--- src/logic/regmap_pkg.sv ---
// constants and types shared by the request handler and its register store
`default_nettype none
package regmap_pkg;
    // bus address = register number minus one
    localparam logic [15:0] REG_NUM_FIRST = 16'h9C41;
    localparam logic [15:0] NUM_TO_ADDR   = 16'h0001;
    localparam logic [15:0] MAP_BASE      = REG_NUM_FIRST - NUM_TO_ADDR;
    // map layout in word indexes from MAP_BASE
    localparam logic [15:0] MAP_SIZE      = 16'h0078;
    localparam logic [15:0] DATA_IDX      = 16'h0004;
    localparam logic [15:0] END_IDX       = 16'h0076;
    localparam logic [15:0] MODEL_LEN     = 16'h0002;
    localparam logic [15:0] MARK_HI       = 16'h5375;
    localparam logic [15:0] MARK_LO       = 16'h6E53;
    localparam logic [15:0] END_ID        = 16'hFFFF;
    localparam logic [15:0] END_LEN       = 16'h0000;
    localparam int          MODEL_CNT     = 29;
    localparam logic [15:0] MODEL_ID [MODEL_CNT] = '{
        16'h0001, 16'h0011, 16'h0067, 16'h0078, 16'h0079, 16'h007A, 16'h007B, 16'h007E,
        16'h0081, 16'h0082, 16'h0084, 16'h0086, 16'h0087, 16'h0088, 16'h008B, 16'h008C,
        16'h008F, 16'h0090, 16'h0091, 16'hFD20, 16'hFB2C, 16'hFB2D, 16'hFB2E, 16'hFB2F,
        16'hFB30, 16'hFB31, 16'hFB32, 16'hFB33, 16'hFB34};
    // function codes, exception flag and codes
    localparam logic [7:0]  FC_READ       = 8'h03;
    localparam logic [7:0]  FC_PRESET     = 8'h06;
    localparam logic [7:0]  FC_MULTI      = 8'h10;
    localparam logic [7:0]  EXC_FLAG      = 8'h80;
    localparam logic [7:0]  EX_NONE       = 8'h00;
    localparam logic [7:0]  EX_FUNC       = 8'h01;
    localparam logic [7:0]  EX_ADDR       = 8'h02;
    localparam logic [7:0]  EX_VALUE      = 8'h03;
    localparam logic [7:0]  BCAST         = 8'h00;
    localparam logic [15:0] MAX_WR_QTY    = 16'h007B;
    localparam logic [15:0] MAX_RD_QTY    = 16'h007D;
    // request byte positions and response lengths
    localparam logic [7:0]  POS_SLAVE     = 8'h00;
    localparam logic [7:0]  POS_FC        = 8'h01;
    localparam logic [7:0]  POS_AHI       = 8'h02;
    localparam logic [7:0]  POS_ALO       = 8'h03;
    localparam logic [7:0]  POS_QHI       = 8'h04;
    localparam logic [7:0]  POS_QLO       = 8'h05;
    localparam logic [7:0]  POS_BC        = 8'h06;
    localparam logic [7:0]  POS_DATA      = 8'h07;
    localparam logic [7:0]  MIN_LAST      = 8'h05;
    localparam logic [7:0]  ECHO_LEN      = 8'h06;
    localparam logic [7:0]  EXC_LEN       = 8'h03;
    localparam logic [7:0]  RD_HDR_LEN    = 8'h03;
    // check value
    localparam logic [15:0] CRC_INIT      = 16'hFFFF;
    localparam logic [15:0] CRC_POLY      = 16'hA001;
    // register store
    localparam int          RAM_AW        = 6;
    localparam int          RAM_DEPTH     = 64;
    typedef enum logic [1:0] {RESP_ECHO, RESP_EXC, RESP_READ} resp_kind_t;
endpackage
`default_nettype wire

--- src/logic/map_port_if.sv ---
// port between the request handler and its register store
`timescale 1ns/10ps
`default_nettype none
interface map_port_if;
    logic                            wr_en;
    logic [regmap_pkg::RAM_AW-1:0]   wr_addr;
    logic [15:0]                     wr_data;
    logic [regmap_pkg::RAM_AW-1:0]   rd_addr;
    logic [15:0]                     rd_data;
    modport ctl   (output wr_en, wr_addr, wr_data, rd_addr, input rd_data);
    modport store (input wr_en, wr_addr, wr_data, rd_addr, output rd_data);
endinterface
`default_nettype wire

--- src/logic/map_store.sv ---
// storage for the writable map words, registered read
`timescale 1ns/10ps
`default_nettype none
module map_store (
    // clock and reset
    input  wire logic       ref_clk,
    input  wire logic       resetn,
    // access port
    map_port_if.store       mp
);
    logic [15:0] word_reg  [regmap_pkg::RAM_DEPTH];
    logic [15:0] word_next [regmap_pkg::RAM_DEPTH];
    logic [15:0] rd_reg;
    logic [15:0] rd_next;

    // one word per location, cleared at reset
    for (genvar i = 0; i < regmap_pkg::RAM_DEPTH; i++) begin : g_word
        always_comb begin
            word_next[i] = word_reg[i];
            if (mp.wr_en && mp.wr_addr == regmap_pkg::RAM_AW'(i)) begin
                word_next[i] = mp.wr_data;
            end
        end
        always_ff @(posedge ref_clk or negedge resetn) begin
            if (!resetn) begin
                word_reg[i] <= 16'h0000;
            end else begin
                word_reg[i] <= word_next[i];
            end
        end
    end

    // read data one cycle after the address
    always_comb rd_next = word_reg[mp.rd_addr];
    always_ff @(posedge ref_clk or negedge resetn) begin
        if (!resetn) begin
            rd_reg <= 16'h0000;
        end else begin
            rd_reg <= rd_next;
        end
    end
    assign mp.rd_data = rd_reg;
endmodule
`default_nettype wire

--- src/logic/write_handler.sv ---
// register request handler: preset, multi-write and read with replies
// Summary of operation
// - multi-write quantity 1..123, else value exception
// - two bytes per word, count twice quantity
// - multi-write reply: address, function, start, quantity
// - bus address is register number minus one
// - operating-locked writes dropped while converter on
// - map opens common model, closes end model
// - map lists the standard and extension models
// - write only writable words, read readable ones
// - preset echoed only after value stored; a preset to a locked word while converter on is echoed though not stored
// - exception reply sets function code top bit
// - codes 01 function, 02 address, 03 value
// - check value closes frame, low byte first
`timescale 1ns/10ps
`default_nettype none
module write_handler (
    // clock and reset
    input  wire logic       ref_clk,
    input  wire logic       resetn,
    // unit identity and run state
    input  wire logic [7:0] own_addr,
    input  wire logic       conv_on,
    // request bytes, check value already stripped
    input  wire logic [7:0] rx_data,
    input  wire logic       rx_valid,
    input  wire logic       rx_last,
    // response bytes
    output logic [7:0]      tx_data,
    output logic            tx_valid,
    output logic            tx_last,
    input  wire logic       tx_ready,
    // handler state
    output logic            busy
);
    typedef enum logic [2:0] {ST_IDLE, ST_EXEC, ST_FETCH, ST_LOAD, ST_WAIT} state_t;

    state_t                 state_reg, state_next;
    regmap_pkg::resp_kind_t kind_reg, kind_next;
    logic [7:0]  rx_cnt_reg, rx_cnt_next, slave_reg, slave_next, fc_reg, fc_next;
    logic [7:0]  bc_reg, bc_next, hold_reg, hold_next, code_reg, code_next;
    logic [15:0] addr_reg, addr_next, qty_reg, qty_next, crc_reg, crc_next;
    logic [7:0]  tx_idx_reg, tx_idx_next, tx_data_reg, tx_data_next;
    logic        tx_valid_reg, tx_valid_next, tx_last_reg, tx_last_next;
    logic        busy_reg, busy_next;
    logic        rx_take, addressed;
    logic [7:0]  exc_code, dpos, body_len, rel, tx_byte;
    logic [15:0] idx, widx, tidx, word;

    map_port_if mp ();
    map_store map_store_i (.ref_clk(ref_clk), .resetn(resetn), .mp(mp.store));

    function automatic logic [15:0] map_index(input logic [15:0] a);
        return a - regmap_pkg::MAP_BASE;
    endfunction
    function automatic logic in_map(input logic [15:0] a);
        return (a >= regmap_pkg::MAP_BASE) && (map_index(a) < regmap_pkg::MAP_SIZE);
    endfunction
    // writable words are the two data words of each model block
    function automatic logic is_writable(input logic [15:0] a);
        logic [15:0] i;
        i = map_index(a);
        return in_map(a) && i >= regmap_pkg::DATA_IDX && i < regmap_pkg::END_IDX && !i[1];
    endfunction
    function automatic logic [regmap_pkg::RAM_AW-1:0] ram_addr(input logic [15:0] i);
        logic [15:0] d;
        d = i - regmap_pkg::DATA_IDX;
        // model k keeps its two data words at store words 2k and 2k+1
        return {d[6:2], d[0]};
    endfunction
    function automatic logic [15:0] crc_step(input logic [15:0] c, input logic [7:0] b);
        logic [15:0] r;
        r = c ^ {8'h00, b};
        for (int k = 0; k < 8; k++) begin
            r = r[0] ? ((r >> 1) ^ regmap_pkg::CRC_POLY) : (r >> 1);
        end
        return r;
    endfunction
    // map contents: marker, model headers, stored words, end model
    function automatic logic [15:0] word_at(input logic [15:0] i, input logic [15:0] ram);
        logic [15:0] r;
        r = i - 16'h0002;
        if (i == 16'h0000) return regmap_pkg::MARK_HI;
        if (i == 16'h0001) return regmap_pkg::MARK_LO;
        if (i == regmap_pkg::END_IDX) return regmap_pkg::END_ID;
        if (i > regmap_pkg::END_IDX) return regmap_pkg::END_LEN;
        if (r[1]) return ram;
        return r[0] ? regmap_pkg::MODEL_LEN : regmap_pkg::MODEL_ID[r[6:2]];
    endfunction

    // request checks
    always_comb begin
        addressed = (slave_reg == own_addr) || (slave_reg == regmap_pkg::BCAST);
        idx       = map_index(addr_reg);
        exc_code  = regmap_pkg::EX_NONE;
        case (fc_reg)
            regmap_pkg::FC_READ: begin
                if (qty_reg == 16'h0000 || qty_reg > regmap_pkg::MAX_RD_QTY) begin
                    exc_code = regmap_pkg::EX_VALUE;
                end else if (!in_map(addr_reg) || idx + qty_reg > regmap_pkg::MAP_SIZE) begin
                    exc_code = regmap_pkg::EX_ADDR;
                end
            end
            regmap_pkg::FC_PRESET: begin
                if (!is_writable(addr_reg)) exc_code = regmap_pkg::EX_ADDR;
            end
            regmap_pkg::FC_MULTI: begin
                if (qty_reg == 16'h0000 || qty_reg > regmap_pkg::MAX_WR_QTY ||
                    {8'h00, bc_reg} != {qty_reg[14:0], 1'b0}) begin
                    exc_code = regmap_pkg::EX_VALUE;
                end else if (!is_writable(addr_reg) ||
                             !(qty_reg == 16'h0001 || (qty_reg == 16'h0002 && !idx[0]))) begin
                    exc_code = regmap_pkg::EX_ADDR;
                end
            end
            default: exc_code = regmap_pkg::EX_FUNC;
        endcase
    end

    // request byte capture
    always_comb begin
        rx_take     = rx_valid && state_reg == ST_IDLE;
        slave_next  = slave_reg;
        fc_next     = fc_reg;
        addr_next   = addr_reg;
        qty_next    = qty_reg;
        bc_next     = bc_reg;
        hold_next   = hold_reg;
        rx_cnt_next = rx_cnt_reg;
        if (rx_take) begin
            case (rx_cnt_reg)
                regmap_pkg::POS_SLAVE: slave_next = rx_data;
                regmap_pkg::POS_FC:    fc_next = rx_data;
                regmap_pkg::POS_AHI:   addr_next[15:8] = rx_data;
                regmap_pkg::POS_ALO:   addr_next[7:0] = rx_data;
                regmap_pkg::POS_QHI:   qty_next[15:8] = rx_data;
                regmap_pkg::POS_QLO:   qty_next[7:0] = rx_data;
                regmap_pkg::POS_BC:    bc_next = rx_data;
                default:               hold_next = rx_data;
            endcase
            if (rx_last) begin
                rx_cnt_next = 8'h00;
            end else if (rx_cnt_reg != 8'hFF) begin
                rx_cnt_next = rx_cnt_reg + 8'h01;
            end
        end
    end

    // store writes: multi-write words as their low byte lands, preset at execute
    always_comb begin
        dpos       = rx_cnt_reg - regmap_pkg::POS_DATA;
        tidx       = idx + {9'h000, dpos[7:1]};
        mp.wr_en   = 1'b0;
        mp.wr_data = {hold_reg, rx_data};
        if (rx_take && rx_cnt_reg > regmap_pkg::POS_DATA && dpos[0] && addressed &&
            fc_reg == regmap_pkg::FC_MULTI && exc_code == regmap_pkg::EX_NONE &&
            {9'h000, dpos[7:1]} < qty_reg) begin
            mp.wr_en = !(conv_on && tidx[0]);
        end else if (state_reg == ST_EXEC && fc_reg == regmap_pkg::FC_PRESET && addressed &&
                     exc_code == regmap_pkg::EX_NONE) begin
            tidx       = idx;
            mp.wr_en   = !(conv_on && idx[0]);
            mp.wr_data = qty_reg;
        end
        mp.wr_addr = ram_addr(tidx);
    end

    // reply byte selection
    always_comb begin
        unique case (kind_reg)
            regmap_pkg::RESP_ECHO: body_len = regmap_pkg::ECHO_LEN;
            regmap_pkg::RESP_EXC:  body_len = regmap_pkg::EXC_LEN;
            regmap_pkg::RESP_READ: body_len = regmap_pkg::RD_HDR_LEN + {qty_reg[6:0], 1'b0};
        endcase
        rel        = tx_idx_reg - regmap_pkg::RD_HDR_LEN;
        widx       = idx + {9'h000, rel[7:1]};
        mp.rd_addr = ram_addr(widx);
        word       = word_at(widx, mp.rd_data);
        if (tx_idx_reg == body_len) begin
            tx_byte = crc_reg[7:0];
        end else if (tx_idx_reg == body_len + 8'h01) begin
            tx_byte = crc_reg[15:8];
        end else if (tx_idx_reg == 8'h00) begin
            tx_byte = slave_reg;
        end else if (tx_idx_reg == 8'h01) begin
            tx_byte = (kind_reg == regmap_pkg::RESP_EXC) ? (fc_reg | regmap_pkg::EXC_FLAG)
                                                        : fc_reg;
        end else if (kind_reg == regmap_pkg::RESP_EXC) begin
            tx_byte = code_reg;
        end else if (kind_reg == regmap_pkg::RESP_ECHO) begin
            unique case (tx_idx_reg[2:0])
                3'h2:    tx_byte = addr_reg[15:8];
                3'h3:    tx_byte = addr_reg[7:0];
                3'h4:    tx_byte = qty_reg[15:8];
                default: tx_byte = qty_reg[7:0];
            endcase
        end else if (tx_idx_reg == 8'h02) begin
            tx_byte = {qty_reg[6:0], 1'b0};
        end else begin
            tx_byte = rel[0] ? word[7:0] : word[15:8];
        end
    end

    // sequencing of execute and reply
    always_comb begin
        state_next    = state_reg;
        kind_next     = kind_reg;
        code_next     = code_reg;
        crc_next      = crc_reg;
        tx_idx_next   = tx_idx_reg;
        tx_data_next  = tx_data_reg;
        tx_valid_next = tx_valid_reg;
        tx_last_next  = tx_last_reg;
        unique case (state_reg)
            ST_IDLE: begin
                if (rx_take && rx_last && rx_cnt_reg >= regmap_pkg::MIN_LAST) begin
                    state_next = ST_EXEC;
                end
            end
            ST_EXEC: begin
                code_next   = exc_code;
                tx_idx_next = 8'h00;
                crc_next    = regmap_pkg::CRC_INIT;
                if (exc_code != regmap_pkg::EX_NONE) begin
                    kind_next = regmap_pkg::RESP_EXC;
                end else if (fc_reg == regmap_pkg::FC_READ) begin
                    kind_next = regmap_pkg::RESP_READ;
                end else begin
                    kind_next = regmap_pkg::RESP_ECHO;
                end
                state_next = (addressed && slave_reg != regmap_pkg::BCAST) ? ST_FETCH : ST_IDLE;
            end
            ST_FETCH: state_next = ST_LOAD;
            ST_LOAD: begin
                tx_data_next  = tx_byte;
                tx_valid_next = 1'b1;
                tx_last_next  = tx_idx_reg == body_len + 8'h01;
                if (tx_idx_reg < body_len) crc_next = crc_step(crc_reg, tx_byte);
                tx_idx_next   = tx_idx_reg + 8'h01;
                state_next    = ST_WAIT;
            end
            ST_WAIT: begin
                if (tx_ready) begin
                    tx_valid_next = 1'b0;
                    tx_last_next  = 1'b0;
                    state_next    = tx_last_reg ? ST_IDLE : ST_FETCH;
                end
            end
        endcase
        busy_next = state_next != ST_IDLE;
    end

    // all handler registers
    always_ff @(posedge ref_clk or negedge resetn) begin
        if (!resetn) begin
            state_reg    <= ST_IDLE;
            kind_reg     <= regmap_pkg::RESP_ECHO;
            rx_cnt_reg   <= 8'h00;
            slave_reg    <= 8'h00;
            fc_reg       <= 8'h00;
            bc_reg       <= 8'h00;
            hold_reg     <= 8'h00;
            code_reg     <= 8'h00;
            addr_reg     <= 16'h0000;
            qty_reg      <= 16'h0000;
            crc_reg      <= regmap_pkg::CRC_INIT;
            tx_idx_reg   <= 8'h00;
            tx_data_reg  <= 8'h00;
            tx_valid_reg <= 1'b0;
            tx_last_reg  <= 1'b0;
            busy_reg     <= 1'b0;
        end else begin
            state_reg    <= state_next;
            kind_reg     <= kind_next;
            rx_cnt_reg   <= rx_cnt_next;
            slave_reg    <= slave_next;
            fc_reg       <= fc_next;
            bc_reg       <= bc_next;
            hold_reg     <= hold_next;
            code_reg     <= code_next;
            addr_reg     <= addr_next;
            qty_reg      <= qty_next;
            crc_reg      <= crc_next;
            tx_idx_reg   <= tx_idx_next;
            tx_data_reg  <= tx_data_next;
            tx_valid_reg <= tx_valid_next;
            tx_last_reg  <= tx_last_next;
            busy_reg     <= busy_next;
        end
    end

    assign tx_data  = tx_data_reg;
    assign tx_valid = tx_valid_reg;
    assign tx_last  = tx_last_reg;
    assign busy     = busy_reg;

    wire logic [7:0] shown = tx_idx_reg - 8'h01;
endmodule
`default_nettype wire

--- config.mk ---
export PLATFORM = sky130hd
export DESIGN_NAME = write_handler
export DESIGN_NICKNAME = d
export VERILOG_FILES = /design/src/logic/regmap_pkg.sv /design/src/logic/map_port_if.sv /design/src/logic/map_store.sv /design/src/logic/write_handler.sv
export SDC_FILE = /design/constraint.sdc
export NUM_CORES = 2
export LEC_CHECK = 0
export BUFFER_PORTS_ARGS = -buffer_cell sky130_fd_sc_hd__buf_2
export CORE_ASPECT_RATIO = 2
export CORE_MARGIN = 1.5
export CORE_UTILIZATION = 30
export CTS_BUF_LIST = sky130_fd_sc_hd__clkbuf_16
export CTS_CLUSTER_SIZE = 16
export DETAILED_ROUTE_END_ITERATION = 8
export MAX_ROUTING_LAYER = met4
export PLACE_DENSITY_LB_ADDON = 0.2
export SLEW_MARGIN = 20
export SYNTH_ARGS = -nofsm -noshare
export SYNTH_HDL_FRONTEND = slang
export SYNTH_SLANG_ARGS = --single-unit
--- constraint.sdc ---
create_clock -name ref_clk -period 5.4 [get_ports ref_clk]
set_input_delay 0.27 -clock ref_clk [delete_from_list [all_inputs] [get_ports ref_clk]]
set_output_delay 0.27 -clock ref_clk [all_outputs]
set_load 0.01 [all_outputs]
* Word-level counts from Yosys, hierarchy flattened
Memory sizes are Yosys's and may differ from the RTL's. Cells that the tools add are included.
Operators by class: $add $sub $neg 13, magnitude comparators 14, equal/unequal tests 94, mux-type cells 77, bitwise logic cells 12, reduce and logical (&&, ||, !) cells 125
Operators by type and width (number):
- $mux 16 | 26
- $eq 6x6->1 const B | 32
- $bmux 16 s6 | 1
- $eq 6x5->1 const B | 16
- $mux 8 | 12
- $logic_and 1x1->1 | 84
- $pmux 8 s3 | 3
- $gt 16x7->1 const B | 4
- $eq 6x4->1 const B | 8
- $eq 16x1->1 const B | 2
- $eq 8x2->1 const B | 4
- $eq 8x3->1 const B | 4
- $logic_not 16->1 | 2
- $logic_not 8->1 | 4
- $lt 16x7->1 const B | 2
- $pmux 16 s2 | 1
- $add 8x1->8 const B | 3
- $eq 6x3->1 const B | 4
- $eq 8x8->1 | 3
- $not 2->3 | 8
- $reduce_and 2->1 | 11
- $mux 1 | 18
- $add 16x16->16 | 1
- $add 16x7->16 | 1
- other kinds (48) | 81
Storage, ports and cells: register bits after elaboration 1160, ROM bits 512, bits of input ports 22, output and inout bits 11, word-level logic and storage cells 419, memories kept 1
Memory list:
- (name not given) | words 32, bits a word 16, read ports 1, clocked after Yosys merged registers in 0, write ports 0, RTL line write_handler.sv:88 | return r[0] ? regmap_pkg::MODEL_LEN : regmap_pkg::MODEL_ID[r[6:2]];

* Logic depth before layout (Yosys ltp)
word-level depth 46, mapped depth 26, gate-level depth less buffers 24

* Hierarchy
Synthesis repeated with hierarchy kept, for this count alone.
Unflattened totals: cell total of the unflattened synthesis 4275, area, all modules 57600.2 um^2
Modules (own cells, without submodules):
- map_store | instances 1, cells an instance 3036, area each 47110.2 um^2, seq. area each 26025.0 um^2
- write_handler | instances 1, cells an instance 1239, area each 10490.1 um^2, seq. area each 2872.8 um^2

* Worst setup path before layout
OpenSTA, ideal clock, no wires.
path type reg2reg, start reg tx_idx_reg[0], end reg crc_reg[15], library setup time 93 ps, data arrival time 5566 ps, required time 5307 ps, slack -259 ps, stages on the path, launching flop included 23, path buffers 3, clock period less this slack 5659 ps, cell sequence dfrtp_1 clkinv_1 ha_1 ha_1 inv_1 fa_1 xnor2_1 clkbuf_1 clkbuf_1 clkbuf_1 ha_1 nand2_1 mux2_2 nor2_1 a311oi_1 a211oi_1 nor4b_1 nor3_2 xnor3_1 xnor3_1 nor2_2 xor2_1 a21oi_1
On the way: cells in the longest elaborated chain, start to end 33, elaborated cells on any way between the ends 74, classes of those cells add/sub (3); order compare (2); eq/ne (10); mux (46); bitwise (9); reduce/logical (3); memory (1)
RTL lines:
- from (decl) | RTL line write_handler.sv:43 | logic [7:0] tx_idx_reg, tx_idx_next, tx_data_reg, tx_data_next;
- from (signal assigned) | RTL line write_handler.sv:284 | tx_idx_reg <= tx_idx_next;
- $sub 8x2->8 | RTL line write_handler.sv:175 | rel = tx_idx_reg - regmap_pkg::RD_HDR_LEN;
- $add 16x7->16 | RTL line write_handler.sv:176 | widx = idx + {9'h000, rel[7:1]};
- $sub 7x2->7 | RTL line write_handler.sv:82 | r = i - 16'h0002;
- $not 5->6 (not written as such) / $mux 1 (equally long branches) | RTL line write_handler.sv:88, write_handler.sv:87
- $mem_v2 32x16 / $mux 1 (equally long branches)
- $mux 16 (not written as such) / $mux 1 (equally long branches) | RTL line write_handler.sv:88, write_handler.sv:86
- $mux 16 (not written as such) / $mux 1 (equally long branches) | RTL line write_handler.sv:88, write_handler.sv:85
- $mux 16 / $mux 1 (equally long branches) | RTL line write_handler.sv:88, write_handler.sv:84
- [... 11 more ...]
- $mux 8 | RTL line write_handler.sv:181 | end else if (tx_idx_reg == body_len + 8'h01) begin
- $mux 8 | RTL line write_handler.sv:179 | if (tx_idx_reg == body_len) begin
- $xor 16x8->16 | RTL line write_handler.sv:73 | r = c ^ {8'h00, b};
- $mux 16 / $not 2->3 (equally long branches) (6 in a row)
- $not 2->3 (no source line) / $mux 16 (equally long branches)
- $mux 16 (2 in a row) | RTL line write_handler.sv:75 | r = r[0] ? ((r >> 1) ^ regmap_pkg::CRC_POLY) : (r >> 1);
- $mux 16 | RTL line write_handler.sv:238 | if (tx_idx_reg < body_len) crc_next = crc_step(crc_reg, tx_byte);
- $pmux 16 s2 | RTL line write_handler.sv:214 | unique case (state_reg)
- to (signal assigned) | RTL line write_handler.sv:266 | crc_reg <= regmap_pkg::CRC_INIT;
- to (signal assigned) | RTL line write_handler.sv:283 | crc_reg <= crc_next;
- to (decl) | RTL line write_handler.sv:42 | logic [15:0] addr_reg, addr_next, qty_reg, qty_next, crc_reg, crc_next;
Parallel ways exist; a longest one is shown, timed or not. The select of a mux whose other input is x is not followed. A chain may end at the register's enable or synchronous reset.

* Worst setup path after layout
Ends and elaborated chain as after synthesis.

==> impl_results.md <==
* Seq/Total Area, Yosys at 52.44%
* Cell Chain, Critical Path: ha_4 > ha_1 > buf_4 > inv_1 > fa_2 > xnor2_4 > inv_2 > ha_2 > xnor2_2 > buf_4 > ha_1 > nor3b_1 > nand3_1 > a311oi_2 > a221oi_2 > a211oi_1 > a21o_1 > o31a_1 > o22ai_2 > xnor2_2 > xnor3_1 > nor2_4 > xor2_1 > a21oi_1
* Root Buffer: clkbuf_16
* Worst path max stage delay at ~0.46 ns
* Syn_nets at approximately 5200
* Worst Path Arrival at roughly 5.8 ns
* Clk_skew at around 0.028 ns
* Nets@finish at roughly 5200
* Slew Viols, Final at 0
* Setup crit start kind: flip-flop
* Highest-delay cell along the critical path: dfrtp_2
* Via density at just over 5
* Sw Share at 41.29%
* Most frequent cells in the layout: dfrtp_1, nand2_1, o21ai_0
* CP Buf/Inv Count at 4
* Final setup viols at 0
* Clk buf depth at 3
* Status: completed
* Static leakage at 27.39 nW
* Worst slew pin tran at 1.019 ns
* DRT Wirelength at 182600 um
* Average size of a mapped cell at approximately 11 sq um
* TritonCTS Buffers at 103
* Routed vias at about 40000
* Die ar. at 186400 sq um
* Share of cells above drive strength 1 at 19.85%
* Die width at 306.0 um
* Final hold violation count at 0
* Pre-CTS setup slack at -0.1535 ns
* Placer Congestion at roughly 1
* CTS tree: yes
* Worst setup path class: reg2reg
* Max Cap Viol at 0
* Drt wl/cell at about 24 um
* Vias in the first global route at 40320
* Hold WC Path Type: in2async
* #FFs+latches synth at about 1200
* Seq pwr share at around 30%
* Slew headroom at approximately a third
* Synth top area cells: dfrtp_1, mux4_2, o21ai_0, nand2_1, clkbuf_1
* Critical Path RT at around 6 ns
* Die Y-Extent at roughly 610 um
* Number of routed nets with antenna violations at 0
* Initial antenna violation count at 5
* CTS sink count at between 1000 and 1500
* Syn-to-layout area delta at 16.14%
* First-pass GRT wire length at ~270000 um
* Tmin final at 5.226 ns
* Pin count of the biggest net entering global routing at 201
* Internal power at 19.00 mW
* Fin crit share at 96.78%
* CP top delay family: adder cells
* Initial core utilization at between 30 and 40%
* Post-synth EDFFs at 0
* GR Overflow Total at 0
* Post-route DRC at 0
* Comb pwr share at approximately half
* Worst-path fanout max at 4
* Clk slew on worst S/H paths at around 0.07 ns
* Synthesized area at approximately 55000 sq um
* Drt first pass iters at 7
* Switch Pwr at roughly 13 mW
* FP Rows at 222
* Clk Latency, worst-skew pair at 0.70 ns
* Most common cell after layout, fill and taps aside: dfrtp_1
* Synth area leader: dfrtp_1
* Fraction of registers with async set/reset at 100.0%
* Clk pwr share at 22.1%
* Crit. End Element: flip-flop
* Post-synth top area share at approximately half
* Peak Freq at between 150 and 200 MHz
* YS warnings at 0
* Largest register FFs at around 1000
* Most used DFF post-synth: dfrtp_1
* GRT Total Usage at 20.04%
* Netlist cell types at between 100 and 150
* I/O Buffers at 32
* IO Count at 33
* Syn Inst Count at between 5000 and 6000
* Floorplan Core Area at 182800 sq um
* Power density over cell area at 505.8 nW/um^2
* Worst setup margin at 0.1737 ns
* H-tree levels at 3
* Max VDD drop at 0.0005095 V
* Initial drt markers at ~2600
* TNS Setup at 0 ns
* Detailed placement HPWL at ~120000 um
## worst register-to-register path, delay by kind of cell, from the launching register on
kind,cells,cell delay (ns)
AND/OR/NAND/NOR,3,0.48
XOR/XNOR,5,1.16
flip-flops,1,0.46
adder cells (fa/ha/maj),5,1.49
buffers and inverters,4,0.43
AO/OA/AOI/OAI,7,1.10
## layout make-up
cell class              count  area (sq um)
diodes                     12         30.03
clock buffers             104          2603
clock inverters            75         496.7
fillers                 18380        118800
inverters                  61         240.2
multi-input cells        3472         24940
flip-flops and latches   1154         28900
well taps                2352          2943
repair buffers            359          3844
## through the flow
step / hold WS (ns) / utilization (%) / cell area [sq um] / instances / power (mW)
final: 0.1161 / 35.01 / 64000 / 7589 / 32.37
after global routing: 0.08987 / 35.01 / 63990 / 7588 / 33.85
after global placement: 0.2790 / 32.88 / 60100 / 7370 / 24.45
after CTS: 0.06440 / 34.62 / 63280 / 7552 / 31.81
after floorplan: -0.02559 / - / 55250 / 5130 / 18.32
after detailed placement: 0.2867 / 32.88 / 60100 / 7370 / 24.47
## what timing repair did
action | CTS | global route
resized for setup | 13 | 74
gates cloned | 0 | 6
pin swaps | 2 | 35
hold buffers | 3 | 0
setup endpoints to repair | 4 | 1024
endpoints found under the hold margin | 62 | 0
setup buffers | 0 | 19
## Yosys cell counts, types with 12 or more instances
library cell,number
a221o_1,14
a211oi_1,25
buf_2,12
dfrtp_1,1138
inv_1,56
dfstp_2,16
mux2_2,67
ha_1,74
mux4_2,320
clkbuf_1,418
nand3_1,36
nand4_1,78
mux2i_1,39
a21oi_1,97
xor2_1,34
o21ai_0,1053
nor2_1,96
a21o_1,15
nor2b_1,32
o21ai_1,47
xnor2_1,51
nand2_1,1111
nor3_1,38
a31oi_1,12
## logic make-up after synthesis
family                   Yosys count  share of synthesized area, %
AO/OA/AOI/OAI                   1377                         13.73
XOR/XNOR                          97                         1.760
flip-flops                      1154                         52.44
buffers and inverters            504                         3.551
adder cells (fa/ha/maj)           76                         1.753
AND/OR/NAND/NOR                 1496                         11.61
multiplexers                     426                         15.16
## per-layer routing
layer | up-vias | routed length [um] | global-route usage (%)
met5 | - | 0 | -
met4 | 0 | 13470 | 13.08
met3 | 395 | 4599 | 1.692
met2 | 722 | 99800 | 36.82
met1 | 19590 | 64740 | 20.22
li1 | 18200 | - | -
## worst paths after layout
check / startpoint / end / slack (ns) / cells after the start
min in group ref_clk: rx_data[5] / addr_reg[13] / 0.12 / 2
max in group asynchronous: resetn / map_store_i.word_reg[41] / 3.52 / 4
worst max-delay path: tx_idx_reg[0] / crc_reg[15] / 0.17 / 24
worst min register to register: tx_data[4] / tx_data[4] / 0.47 / 2
worst min-delay path: resetn / bc_reg[4] / 0.12 / 2
worst max register to register: tx_idx_reg[0] / crc_reg[15] / 0.17 / 24
## power by group through the flow
stage	combinational (mW)	clock [mW]	sequential (mW)
2_1_floorplan	8.84	0	9.48
3_3_place_gp	14.8	0	9.69
3_5_place_dp	14.8	0	9.70
4_1_cts	14.9	7.40	9.54
5_1_grt	16.6	7.67	9.57
6_report	15.7	7.16	9.54
(Power assumes the default switching activity.)
